===== src/frt_pkg.sv =====
package frt_pkg;

	// ----------------------------------------------------------------
	// register word indexes (byte address = index * 4)
	// ----------------------------------------------------------------
	localparam logic [5:0] IDX_CNT   = 6'h00;
	localparam logic [5:0] IDX_CLR   = 6'h01;
	localparam logic [5:0] IDX_TCS   = 6'h02;
	localparam logic [5:0] IDX_OCS   = 6'h03;
	localparam logic [5:0] IDX_ICS   = 6'h04;
	localparam logic [5:0] IDX_IST   = 6'h05;
	localparam logic [5:0] IDX_IMK   = 6'h06;
	localparam logic [5:0] IDX_OCP0  = 6'h08;
	localparam logic [5:0] IDX_CAP0  = 6'h0c;

	// ----------------------------------------------------------------
	// field positions
	// ----------------------------------------------------------------
	localparam int TCS_SEL   = 0;
	localparam int TCS_MODE  = 3;
	localparam int TCS_CLRB  = 4;
	localparam int TCS_CMIE  = 5;
	localparam int OCS_FLAG  = 0;
	localparam int OCS_IE    = 4;
	localparam int OCS_LVL   = 8;
	localparam int OCS_PAIR  = 12;
	localparam int ICS_FLAG  = 0;
	localparam int ICS_IE    = 4;
	localparam int ICS_EDGE  = 8;
	localparam int IST_OVF   = 0;
	localparam int IST_CLRM  = 1;
	localparam int IST_CMP   = 2;
	localparam int IST_CAP   = 6;
	localparam int IST_W     = 10;

	// ----------------------------------------------------------------
	// reset values and bus answers
	// ----------------------------------------------------------------
	localparam logic [15:0] CNT_RST  = 16'h0000;
	localparam logic [15:0] CLR_RST  = 16'hffff;
	localparam logic [15:0] OCP_RST  = 16'h0000;
	localparam logic [31:0] REG_RST  = 32'h0000_0000;
	localparam logic [1:0]  RESP_OK  = 2'h0;
	localparam logic [1:0]  RESP_ERR = 2'h2;

endpackage


===== src/frt_timer.sv =====
`timescale 1ns/1ps
// Contract
// - one 16-bit up counter, read and written by software, steps each tick
// - counter value is the shared time base for compare and capture
// - count tick selectable as clock divided by 1 through 128
// - counter wrap from ffff to zero raises an interrupt event
// - clear after compare-clear match raises interrupt if enabled and mode set
// - counter cleared at reset and on writing one to the clear bit
// - with clear mode set, counter clears when equal to compare-clear value
// - writing zero to the counter restarts counting from zero
// - compare equal to counter inverts the channel's output latch
// - four independent compare channels, each with own value and flag
// - a pair of compare channels may toggle one output pin
// - match sets the flag; interrupt only while channel enable is one
// - software presets each compare output level
// - valid capture edge copies the counter into the capture register
// - four independent capture channels, one input pin each
// - capture edge selectable as rising, falling or both
// - valid edge sets capture flag; interrupt when channel enable is one
module frt_timer #(
	parameter int NCH = 4
) (
	input  wire logic              clock_i,
	input  wire logic              reset_n_i,
	input  wire logic [7:0]        s_axi_awaddr_i,
	input  wire logic              s_axi_awvalid_i,
	output logic                   s_axi_awready_o,
	input  wire logic [31:0]       s_axi_wdata_i,
	input  wire logic [3:0]        s_axi_wstrb_i,
	input  wire logic              s_axi_wvalid_i,
	output logic                   s_axi_wready_o,
	output logic [1:0]             s_axi_bresp_o,
	output logic                   s_axi_bvalid_o,
	input  wire logic              s_axi_bready_i,
	input  wire logic [7:0]        s_axi_araddr_i,
	input  wire logic              s_axi_arvalid_i,
	output logic                   s_axi_arready_o,
	output logic [31:0]            s_axi_rdata_o,
	output logic [1:0]             s_axi_rresp_o,
	output logic                   s_axi_rvalid_o,
	input  wire logic              s_axi_rready_i,
	input  wire logic [NCH-1:0]    capture_input_pins_i,
	output logic [NCH-1:0]         compare_out_o,
	output logic                   irq_o
);

	// ----------------------------------------------------------------
	// state
	// ----------------------------------------------------------------
	localparam int IST_W_L = frt_pkg::IST_W;
	logic [15:0]     cnt_r;
	logic [15:0]     clr_val_r;
	logic [6:0]      presc_r;
	logic [2:0]      sel_r;
	logic            mode_r;
	logic            cmie_r;
	logic            upd_r;
	logic [NCH-1:0]  mflag_r;
	logic [NCH-1:0]  mie_r;
	logic [NCH-1:0]  lvl_r;
	logic [1:0]      pair_r;
	logic [NCH-1:0]  cflag_r;
	logic [NCH-1:0]  cie_r;
	logic [2*NCH-1:0] edge_r;
	logic [IST_W_L-1:0] ist_r;
	logic [IST_W_L-1:0] imk_r;
	logic [15:0]     ocp_r [NCH];
	logic [15:0]     icp_r [NCH];
	logic [NCH-1:0]  sync1_r;
	logic [NCH-1:0]  sync2_r;
	logic [NCH-1:0]  sync3_r;
	logic            irq_r;

	// bus state
	logic            awrdy_r;
	logic            wrdy_r;
	logic            arrdy_r;
	logic            awfull_r;
	logic            wfull_r;
	logic [5:0]      awidx_r;
	logic [31:0]     wdat_r;
	logic [3:0]      wstb_r;
	logic            bvalid_r;
	logic [1:0]      bresp_r;
	logic            rvalid_r;
	logic [1:0]      rresp_r;
	logic [31:0]     rdata_r;

	// ----------------------------------------------------------------
	// decode helpers
	// ----------------------------------------------------------------
	function automatic logic mapped(input logic [5:0] idx);
		mapped = (idx <= frt_pkg::IDX_IMK) ||
			(idx >= frt_pkg::IDX_OCP0 &&
			idx < frt_pkg::IDX_CAP0 + 6'(NCH));
	endfunction

	function automatic logic [31:0] lanes(input logic [3:0] s);
		lanes = {{8{s[3]}}, {8{s[2]}}, {8{s[1]}}, {8{s[0]}}};
	endfunction

	function automatic logic [31:0] merge(input logic [31:0] old,
		input logic [31:0] d, input logic [31:0] m);
		merge = (old & ~m) | (d & m);
	endfunction

	// ----------------------------------------------------------------
	// write path
	// ----------------------------------------------------------------
	wire         aw_take = s_axi_awvalid_i & awrdy_r;
	wire         w_take  = s_axi_wvalid_i & wrdy_r;
	wire         do_wr   = awfull_r & wfull_r & ~bvalid_r;
	wire [31:0]  wm      = lanes(wstb_r);
	wire         wr_ok   = do_wr & mapped(awidx_r);
	wire         wr_cnt  = wr_ok & (awidx_r == frt_pkg::IDX_CNT);
	wire         wr_clr  = wr_ok & (awidx_r == frt_pkg::IDX_CLR);
	wire         wr_tcs  = wr_ok & (awidx_r == frt_pkg::IDX_TCS);
	wire         wr_ocs  = wr_ok & (awidx_r == frt_pkg::IDX_OCS);
	wire         wr_ics  = wr_ok & (awidx_r == frt_pkg::IDX_ICS);
	wire         wr_ist  = wr_ok & (awidx_r == frt_pkg::IDX_IST);
	wire         wr_imk  = wr_ok & (awidx_r == frt_pkg::IDX_IMK);
	wire [31:0]  cnt_m   = merge({16'h0000, cnt_r}, wdat_r, wm);
	wire [31:0]  tcs_cur = {26'h0, cmie_r, 1'b0, mode_r, sel_r};
	wire [31:0]  tcs_m   = merge(tcs_cur, wdat_r, wm);
	wire [31:0]  ocs_cur = {18'h0, pair_r, lvl_r, mie_r, mflag_r};
	wire [31:0]  ocs_m   = merge(ocs_cur, wdat_r, wm);
	wire [31:0]  ics_cur = {16'h0, edge_r, cie_r, cflag_r};
	wire [31:0]  ics_m   = merge(ics_cur, wdat_r, wm);
	wire [31:0]  zero_wr = ~wdat_r & wm;
	wire [31:0]  one_wr  = wdat_r & wm;
	wire         cnt_clr = wr_tcs & one_wr[frt_pkg::TCS_CLRB];

	// ----------------------------------------------------------------
	// prescaler and counter
	// ----------------------------------------------------------------
	wire [6:0]   pmask  = 7'((8'h01 << sel_r) - 8'h01);
	wire         tick   = (presc_r & pmask) == pmask;
	wire         hit    = cnt_r == clr_val_r;
	wire         clrm   = tick & mode_r & hit;
	wire         ovf    = tick & ~clrm & (cnt_r == 16'hffff);
	wire         cnt_mv = tick | cnt_clr | wr_cnt;
	wire [15:0]  cnt_nxt = cnt_clr ? frt_pkg::CNT_RST :
		wr_cnt ? cnt_m[15:0] :
		clrm ? frt_pkg::CNT_RST :
		tick ? 16'(cnt_r + 16'h0001) : cnt_r;

	// ----------------------------------------------------------------
	// compare and capture events
	// ----------------------------------------------------------------
	logic [NCH-1:0] match;
	logic [NCH-1:0] cap;
	genvar g;
	generate
		for (g = 0; g < NCH; g++) begin : g_ch
			// only fires once per counter value, not while it stands
			assign match[g] = upd_r & (ocp_r[g] == cnt_r);
			wire rise = sync2_r[g] & ~sync3_r[g];
			wire fall = ~sync2_r[g] & sync3_r[g];
			assign cap[g] = (edge_r[2*g] & rise) |
				(edge_r[2*g+1] & fall);
		end
	endgenerate

	// pair mode routes the odd channel onto the even pin
	wire [NCH-1:0] tgl = {match[3] & ~pair_r[1],
		match[2] | (pair_r[1] & match[3]),
		match[1] & ~pair_r[0],
		match[0] | (pair_r[0] & match[1])};
	wire [NCH-1:0] lvl_b = wr_ocs ? ocs_m[frt_pkg::OCS_LVL +: NCH]
		: lvl_r;
	wire [NCH-1:0] lvl_nxt = lvl_b ^ tgl;

	wire [NCH-1:0] mflag_nxt = (mflag_r &
		~(wr_ocs ? zero_wr[frt_pkg::OCS_FLAG +: NCH] : 4'h0)) |
		match;
	wire [NCH-1:0] cflag_nxt = (cflag_r &
		~(wr_ics ? zero_wr[frt_pkg::ICS_FLAG +: NCH] : 4'h0)) |
		cap;

	wire [IST_W_L-1:0] ev = {cap & cie_r, match & mie_r,
		clrm & cmie_r, ovf};
	wire [IST_W_L-1:0] ist_nxt = (ist_r &
		~(wr_ist ? one_wr[IST_W_L-1:0] : 10'h000)) | ev;
	wire [31:0]  imk_m   = merge({22'h0, imk_r}, wdat_r, wm);
	wire [31:0]  clr_m   = merge({16'h0, clr_val_r}, wdat_r, wm);
	wire [IST_W_L-1:0] imk_nxt = wr_imk ? imk_m[IST_W_L-1:0] : imk_r;

	// ----------------------------------------------------------------
	// read mux
	// ----------------------------------------------------------------
	wire [5:0]   aridx = s_axi_araddr_i[7:2];
	wire [5:0]   oidx  = 6'(aridx - frt_pkg::IDX_OCP0);
	wire [5:0]   iidx  = 6'(aridx - frt_pkg::IDX_CAP0);
	wire         is_o  = aridx >= frt_pkg::IDX_OCP0 &&
		aridx < frt_pkg::IDX_CAP0;
	wire         is_i  = aridx >= frt_pkg::IDX_CAP0 && mapped(aridx);
	wire [31:0]  rd_val =
		(aridx == frt_pkg::IDX_CNT) ? {16'h0, cnt_r} :
		(aridx == frt_pkg::IDX_CLR) ? {16'h0, clr_val_r} :
		(aridx == frt_pkg::IDX_TCS) ? tcs_cur :
		(aridx == frt_pkg::IDX_OCS) ? ocs_cur :
		(aridx == frt_pkg::IDX_ICS) ? ics_cur :
		(aridx == frt_pkg::IDX_IST) ? {22'h0, ist_r} :
		(aridx == frt_pkg::IDX_IMK) ? {22'h0, imk_r} :
		is_o ? {16'h0, ocp_r[oidx[1:0]]} :
		is_i ? {16'h0, icp_r[iidx[1:0]]} : frt_pkg::REG_RST;

	// ----------------------------------------------------------------
	// bus handshake
	// ----------------------------------------------------------------
	always_ff @(posedge clock_i) begin
		if (!reset_n_i) begin
			awrdy_r  <= 1'b0;
			wrdy_r   <= 1'b0;
			arrdy_r  <= 1'b0;
			awfull_r <= 1'b0;
			wfull_r  <= 1'b0;
			awidx_r  <= 6'h00;
			wdat_r   <= frt_pkg::REG_RST;
			wstb_r   <= 4'h0;
			bvalid_r <= 1'b0;
			bresp_r  <= frt_pkg::RESP_OK;
			rvalid_r <= 1'b0;
			rresp_r  <= frt_pkg::RESP_OK;
			rdata_r  <= frt_pkg::REG_RST;
		end else begin
			// one-cycle ready pulses keep ready itself registered
			awrdy_r <= s_axi_awvalid_i & ~awrdy_r & ~awfull_r;
			wrdy_r  <= s_axi_wvalid_i & ~wrdy_r & ~wfull_r;
			arrdy_r <= s_axi_arvalid_i & ~arrdy_r & ~rvalid_r;
			if (aw_take) begin
				awfull_r <= 1'b1;
				awidx_r  <= s_axi_awaddr_i[7:2];
			end else if (do_wr) begin
				awfull_r <= 1'b0;
			end
			if (w_take) begin
				wfull_r <= 1'b1;
				wdat_r  <= s_axi_wdata_i;
				wstb_r  <= s_axi_wstrb_i;
			end else if (do_wr) begin
				wfull_r <= 1'b0;
			end
			if (do_wr) begin
				bvalid_r <= 1'b1;
				bresp_r  <= mapped(awidx_r) ? frt_pkg::RESP_OK
					: frt_pkg::RESP_ERR;
			end else if (s_axi_bready_i) begin
				bvalid_r <= 1'b0;
			end
			if (s_axi_arvalid_i & arrdy_r) begin
				rvalid_r <= 1'b1;
				rdata_r  <= rd_val;
				rresp_r  <= mapped(aridx) ? frt_pkg::RESP_OK
					: frt_pkg::RESP_ERR;
			end else if (s_axi_rready_i) begin
				rvalid_r <= 1'b0;
			end
		end
	end

	// ----------------------------------------------------------------
	// timer registers
	// ----------------------------------------------------------------
	always_ff @(posedge clock_i) begin
		if (!reset_n_i) begin
			cnt_r     <= frt_pkg::CNT_RST;
			clr_val_r <= frt_pkg::CLR_RST;
			presc_r   <= 7'h00;
			sel_r     <= 3'h0;
			mode_r    <= 1'b0;
			cmie_r    <= 1'b0;
			upd_r     <= 1'b0;
			mflag_r   <= 4'h0;
			mie_r     <= 4'h0;
			lvl_r     <= 4'h0;
			pair_r    <= 2'h0;
			cflag_r   <= 4'h0;
			cie_r     <= 4'h0;
			edge_r    <= 8'h00;
			ist_r     <= 10'h000;
			imk_r     <= 10'h000;
			irq_r     <= 1'b0;
		end else begin
			cnt_r   <= cnt_nxt;
			upd_r   <= cnt_mv;
			// restart the prescaler with the counter so ticks stay aligned
			presc_r <= (cnt_clr | wr_cnt) ? 7'h00 : 7'(presc_r + 7'h01);
			if (wr_clr)
				clr_val_r <= clr_m[15:0];
			if (wr_tcs) begin
				sel_r  <= tcs_m[frt_pkg::TCS_SEL +: 3];
				mode_r <= tcs_m[frt_pkg::TCS_MODE];
				cmie_r <= tcs_m[frt_pkg::TCS_CMIE];
			end
			if (wr_ocs) begin
				mie_r  <= ocs_m[frt_pkg::OCS_IE +: NCH];
				pair_r <= ocs_m[frt_pkg::OCS_PAIR +: 2];
			end
			if (wr_ics) begin
				cie_r  <= ics_m[frt_pkg::ICS_IE +: NCH];
				edge_r <= ics_m[frt_pkg::ICS_EDGE +: 2*NCH];
			end
			mflag_r <= mflag_nxt;
			cflag_r <= cflag_nxt;
			lvl_r   <= lvl_nxt;
			ist_r   <= ist_nxt;
			imk_r   <= imk_nxt;
			irq_r   <= |(ist_nxt & imk_nxt);
		end
	end

	// ----------------------------------------------------------------
	// per-channel storage and input synchronisers
	// ----------------------------------------------------------------
	generate
		for (g = 0; g < NCH; g++) begin : g_st
			wire wr_o = wr_ok &
				(awidx_r == 6'(frt_pkg::IDX_OCP0 + 6'(g)));
			wire [31:0] ocp_m = merge({16'h0, ocp_r[g]}, wdat_r, wm);
			always_ff @(posedge clock_i) begin
				if (!reset_n_i) begin
					ocp_r[g]   <= frt_pkg::OCP_RST;
					icp_r[g]   <= frt_pkg::CNT_RST;
					sync1_r[g] <= 1'b0;
					sync2_r[g] <= 1'b0;
					sync3_r[g] <= 1'b0;
				end else begin
					if (wr_o)
						ocp_r[g] <= ocp_m[15:0];
					if (cap[g])
						icp_r[g] <= cnt_r;
					sync1_r[g] <= capture_input_pins_i[g];
					sync2_r[g] <= sync1_r[g];
					sync3_r[g] <= sync2_r[g];
				end
			end
		end
	endgenerate

	// ----------------------------------------------------------------
	// outputs
	// ----------------------------------------------------------------
	assign s_axi_awready_o = awrdy_r;
	assign s_axi_wready_o  = wrdy_r;
	assign s_axi_bresp_o   = bresp_r;
	assign s_axi_bvalid_o  = bvalid_r;
	assign s_axi_arready_o = arrdy_r;
	assign s_axi_rdata_o   = rdata_r;
	assign s_axi_rresp_o   = rresp_r;
	assign s_axi_rvalid_o  = rvalid_r;
	assign compare_out_o   = lvl_r;
	assign irq_o           = irq_r;

endmodule


===== config.mk =====
export PLATFORM = sky130hd
export DESIGN_NAME = frt_timer
export DESIGN_NICKNAME = d
export VERILOG_FILES = /design/src/frt_pkg.sv /design/src/frt_timer.sv
export SDC_FILE = /design/constraint.sdc
export NUM_CORES = 1
export LEC_CHECK = 0
export BUFFER_PORTS_ARGS = -buffer_cell sky130_fd_sc_hd__buf_2
export CORE_ASPECT_RATIO = 1.75
export CORE_MARGIN = 1.5
export CORE_UTILIZATION = 35
export CTS_CLUSTER_SIZE = 14
export DETAILED_ROUTE_END_ITERATION = 10
export MAX_ROUTING_LAYER = met4
export SLEW_MARGIN = 15
export SYNTH_ARGS = -nofsm -noshare
export SYNTH_HDL_FRONTEND = slang
export SYNTH_SLANG_ARGS = --single-unit

===== constraint.sdc =====
create_clock -name clock_i -period 5.9 [get_ports clock_i]
set_clock_uncertainty 0.1 [all_clocks]
set_input_delay 1.18 -clock clock_i [delete_from_list [all_inputs] [get_ports clock_i]]
set_output_delay 1.18 -clock clock_i [all_outputs]
set_load 0.01 [all_outputs]

==> impl_metrics.yaml <==
clocking:
  cts_setup_buffers: 0
  ctsHoldBuffers: 0
  cts_made_buffers: 26
  htreeDepth: 1
  clock_latency_ns: 0.57
  clock_path_buffers: 3
  cts-resized-gates: 0
  cts_tree: "built"
  clock_sinks: 285
  clkTransAtPathRegs_ns: 0.07
  clockRootBuffer: "clkbuf_16"
critical_path:
  required_ns: 6.22
  critPathTopFamily: "buffers and inverters"
  cpMostUsedCell: "a21oi_1"
  critPathBufInv: 2
  path_max_fanout: 32
  arrival_ns: 3.83
  crit_chain: "buf_2 > buf_4 > mux4_2 > a21oi_1 > a21oi_1 > a2111oi_0 > nor3_1"
  cp-end-kind: "register"
  r2r-start: "awidx_r[5]"
  cp-startpoint: "s_axi_araddr_i[3]"
  startpoint_type: "input pin"
  cpMaxStageDelayCell: "buf_2"
  cp_slowest_stage_delay_ns: 0.72
  critPathKind: "in -> reg"
routing:
  dr.max_layer_used: "met4"
  wl_per_cell_um: 25.3
  ant_nets: 0
  wl_met1_um: 18000
  drcViolationCount: 0
  drt_iter0_drc: 1150
  drt-total-wl_um: 52200
  viasPerCell: 5.70
  met2_length_um: 26600
  vias: 11801
  met3WireLength_um: 2840
  first_pass_iters: 6
floorplan:
  fp-row-count: 98
  die-area_um2: 42800
  die_x_um: 157
  initial_core_util_pct: 35.5
  ios: 109
  core_um2: 41000
  die-height_um: 273
synth:
  ys_types: 70
  yosysWarnings: 0
  synth.largest_area_cell: "edfxtp_1"
  synth_top_area_share_pct: 26.4
  ys.flop_type: "dfxtp_1"
  syn-cell-area_um2: 14500
  synth_edf_count: 128
  syn_inst: 1489
  ys_ff_latch: 285
  yosysSeqAreaShare_pct: 48.1
  ys_async_sr_fraction_pct: 0
  synth.avg_cell_area_um2: 9.76
  synth_top_cells_by_count: "a21oi_1, nand2_1, dfxtp_1"
  synth_most_common_cell: "a21oi_1"
  synth.area.top_cells: "edfxtp_1, dfxtp_1, a21oi_1"
global_routing:
  grt_overflow: 0
  grt_max_degree: 80
  grt_pass1_vias: 11370
  antenna_found_initial: 0
  track_usage_pct: 24.9
  grt_pass1_wl_um: 75100
sta:
  hold_viol: 0
  rsz0062_at_grt: "no"
  final_max_slew_viol_count: 0
  fin_crit_sh_pct: 59.5
  whs_ns: 0.341
  setup_viol: 0
  period_needed_ns: 3.51
  max_freq_ghz: 0.285
  maxSlewHeadroom_pct: 22.6
  fin_tns_setup_ns: 0
  max_slew.worst_pin.slew_ns: 1.15
placed_design:
  portBuffers: 68
  dp_hpwl_um: 37800
  place_congestion: 0.964
  dp.cells: 2022
  placed_cell_area_um2: 15300
outcome:
  status: "complete, no violations"
final_layout:
  design_area_um2: 16200
  drive_gt1_share_pct: 13.2
  fillers: 4068
  diodes: 0
  areaGrowthSynthToFinish_pct: 11.2
  fin_nets: 1565
  instances_no_fill: 2069
min_path:
  min_path_type: "reg -> reg"
  worstHoldStart: "sync1_r[0]"
power:
  p_per_area_nw_per_um2: 261
  leakage_nw: 5.84
  irDropWorstVdd_v: 0.000193
flow_run:
  drv_cap: 0
kinds of logic after synthesis:
family                     share of synthesized area (%)
and+or+nand+nor                                     20.1
buffers and inverters                               4.28
xor gates and xnor gates                            5.42
DFF                                                 48.1
adders and majority gates                          0.172
AOI/OAI and AO/OA                                   13.5
other                                             0.0258
muxes                                               8.49
layout by cell type (no fill, tap or decap), drive strengths merged, types with 8 or more instances in the layout:
master,instances
a22oi,20
nand3,48
nor4b,13
xor2,18
a31oi,12
a21oi,167
nor3,31
nor4,9
o21ai,73
nand2b,76
o22ai,9
nand2,163
a211oi,8
nand3b,11
and2,26
clkbuf,42
xnor2,72
and3,72
edfxtp,128
buf,98
conb,18
inv,12
mux2i,40
dfxtp,157
mux4,32
nor2,57
nand4,20
mux2,10
final timing paths:
path                      endpoint  slack (ns)  cells past startpoint
setup / recovery  s_axi_rdata_o[6]        2.39                      7
hold / removal          sync2_r[0]        0.34                      1
setup reg to reg          register        2.57                      7
hold reg to reg         sync2_r[0]        0.34                      1
layer usage:
metal | GRT usage (%) | vias up
li1 | - | 5389
met5 | - | -
met1 | 25.8 | 5754
met4 | 20.0 | 0
met2 | 42.3 | 494
met3 | 2.65 | 164
report_power, final:
| part | leakage (nW) | internal [mW] | total, mW | switching, mW |
|---|---|---|---|---|
| sequential | 2.59 | 2.11 | 2.17 | 0.0596 |
| clock | 0.421 | 0.977 | 1.76 | 0.778 |
| combinational | 2.83 | 0.107 | 0.290 | 0.183 |
through the flow:
stage          setup WS, ns  power, mW  util (%)
6_report               2.39       4.21      39.5
5_1_grt                2.24       4.31      39.5
4_1_cts                2.37       4.23      39.5
3_5_place_dp           1.76       2.50      37.4
3_3_place_gp           1.77       2.49      37.4
2_1_floorplan          2.79       2.38         -
final cells by class:
| cell class | count | area, µm² | area share, % |
|---|---|---|---|
| multi-input cells | 1077 | 7020 | 43.4 |
| clock buffers | 42 | 805 | 4.98 |
| well taps | 550 | 688 | 4.26 |
| inverters | 12 | 45.0 | 0.279 |
| repair buffers | 98 | 568 | 3.51 |
| clock inverters | 5 | 53.8 | 0.333 |
| flip-flops and latches | 285 | 6990 | 43.2 |
Note: power is estimated with default switching activity, not from simulation.
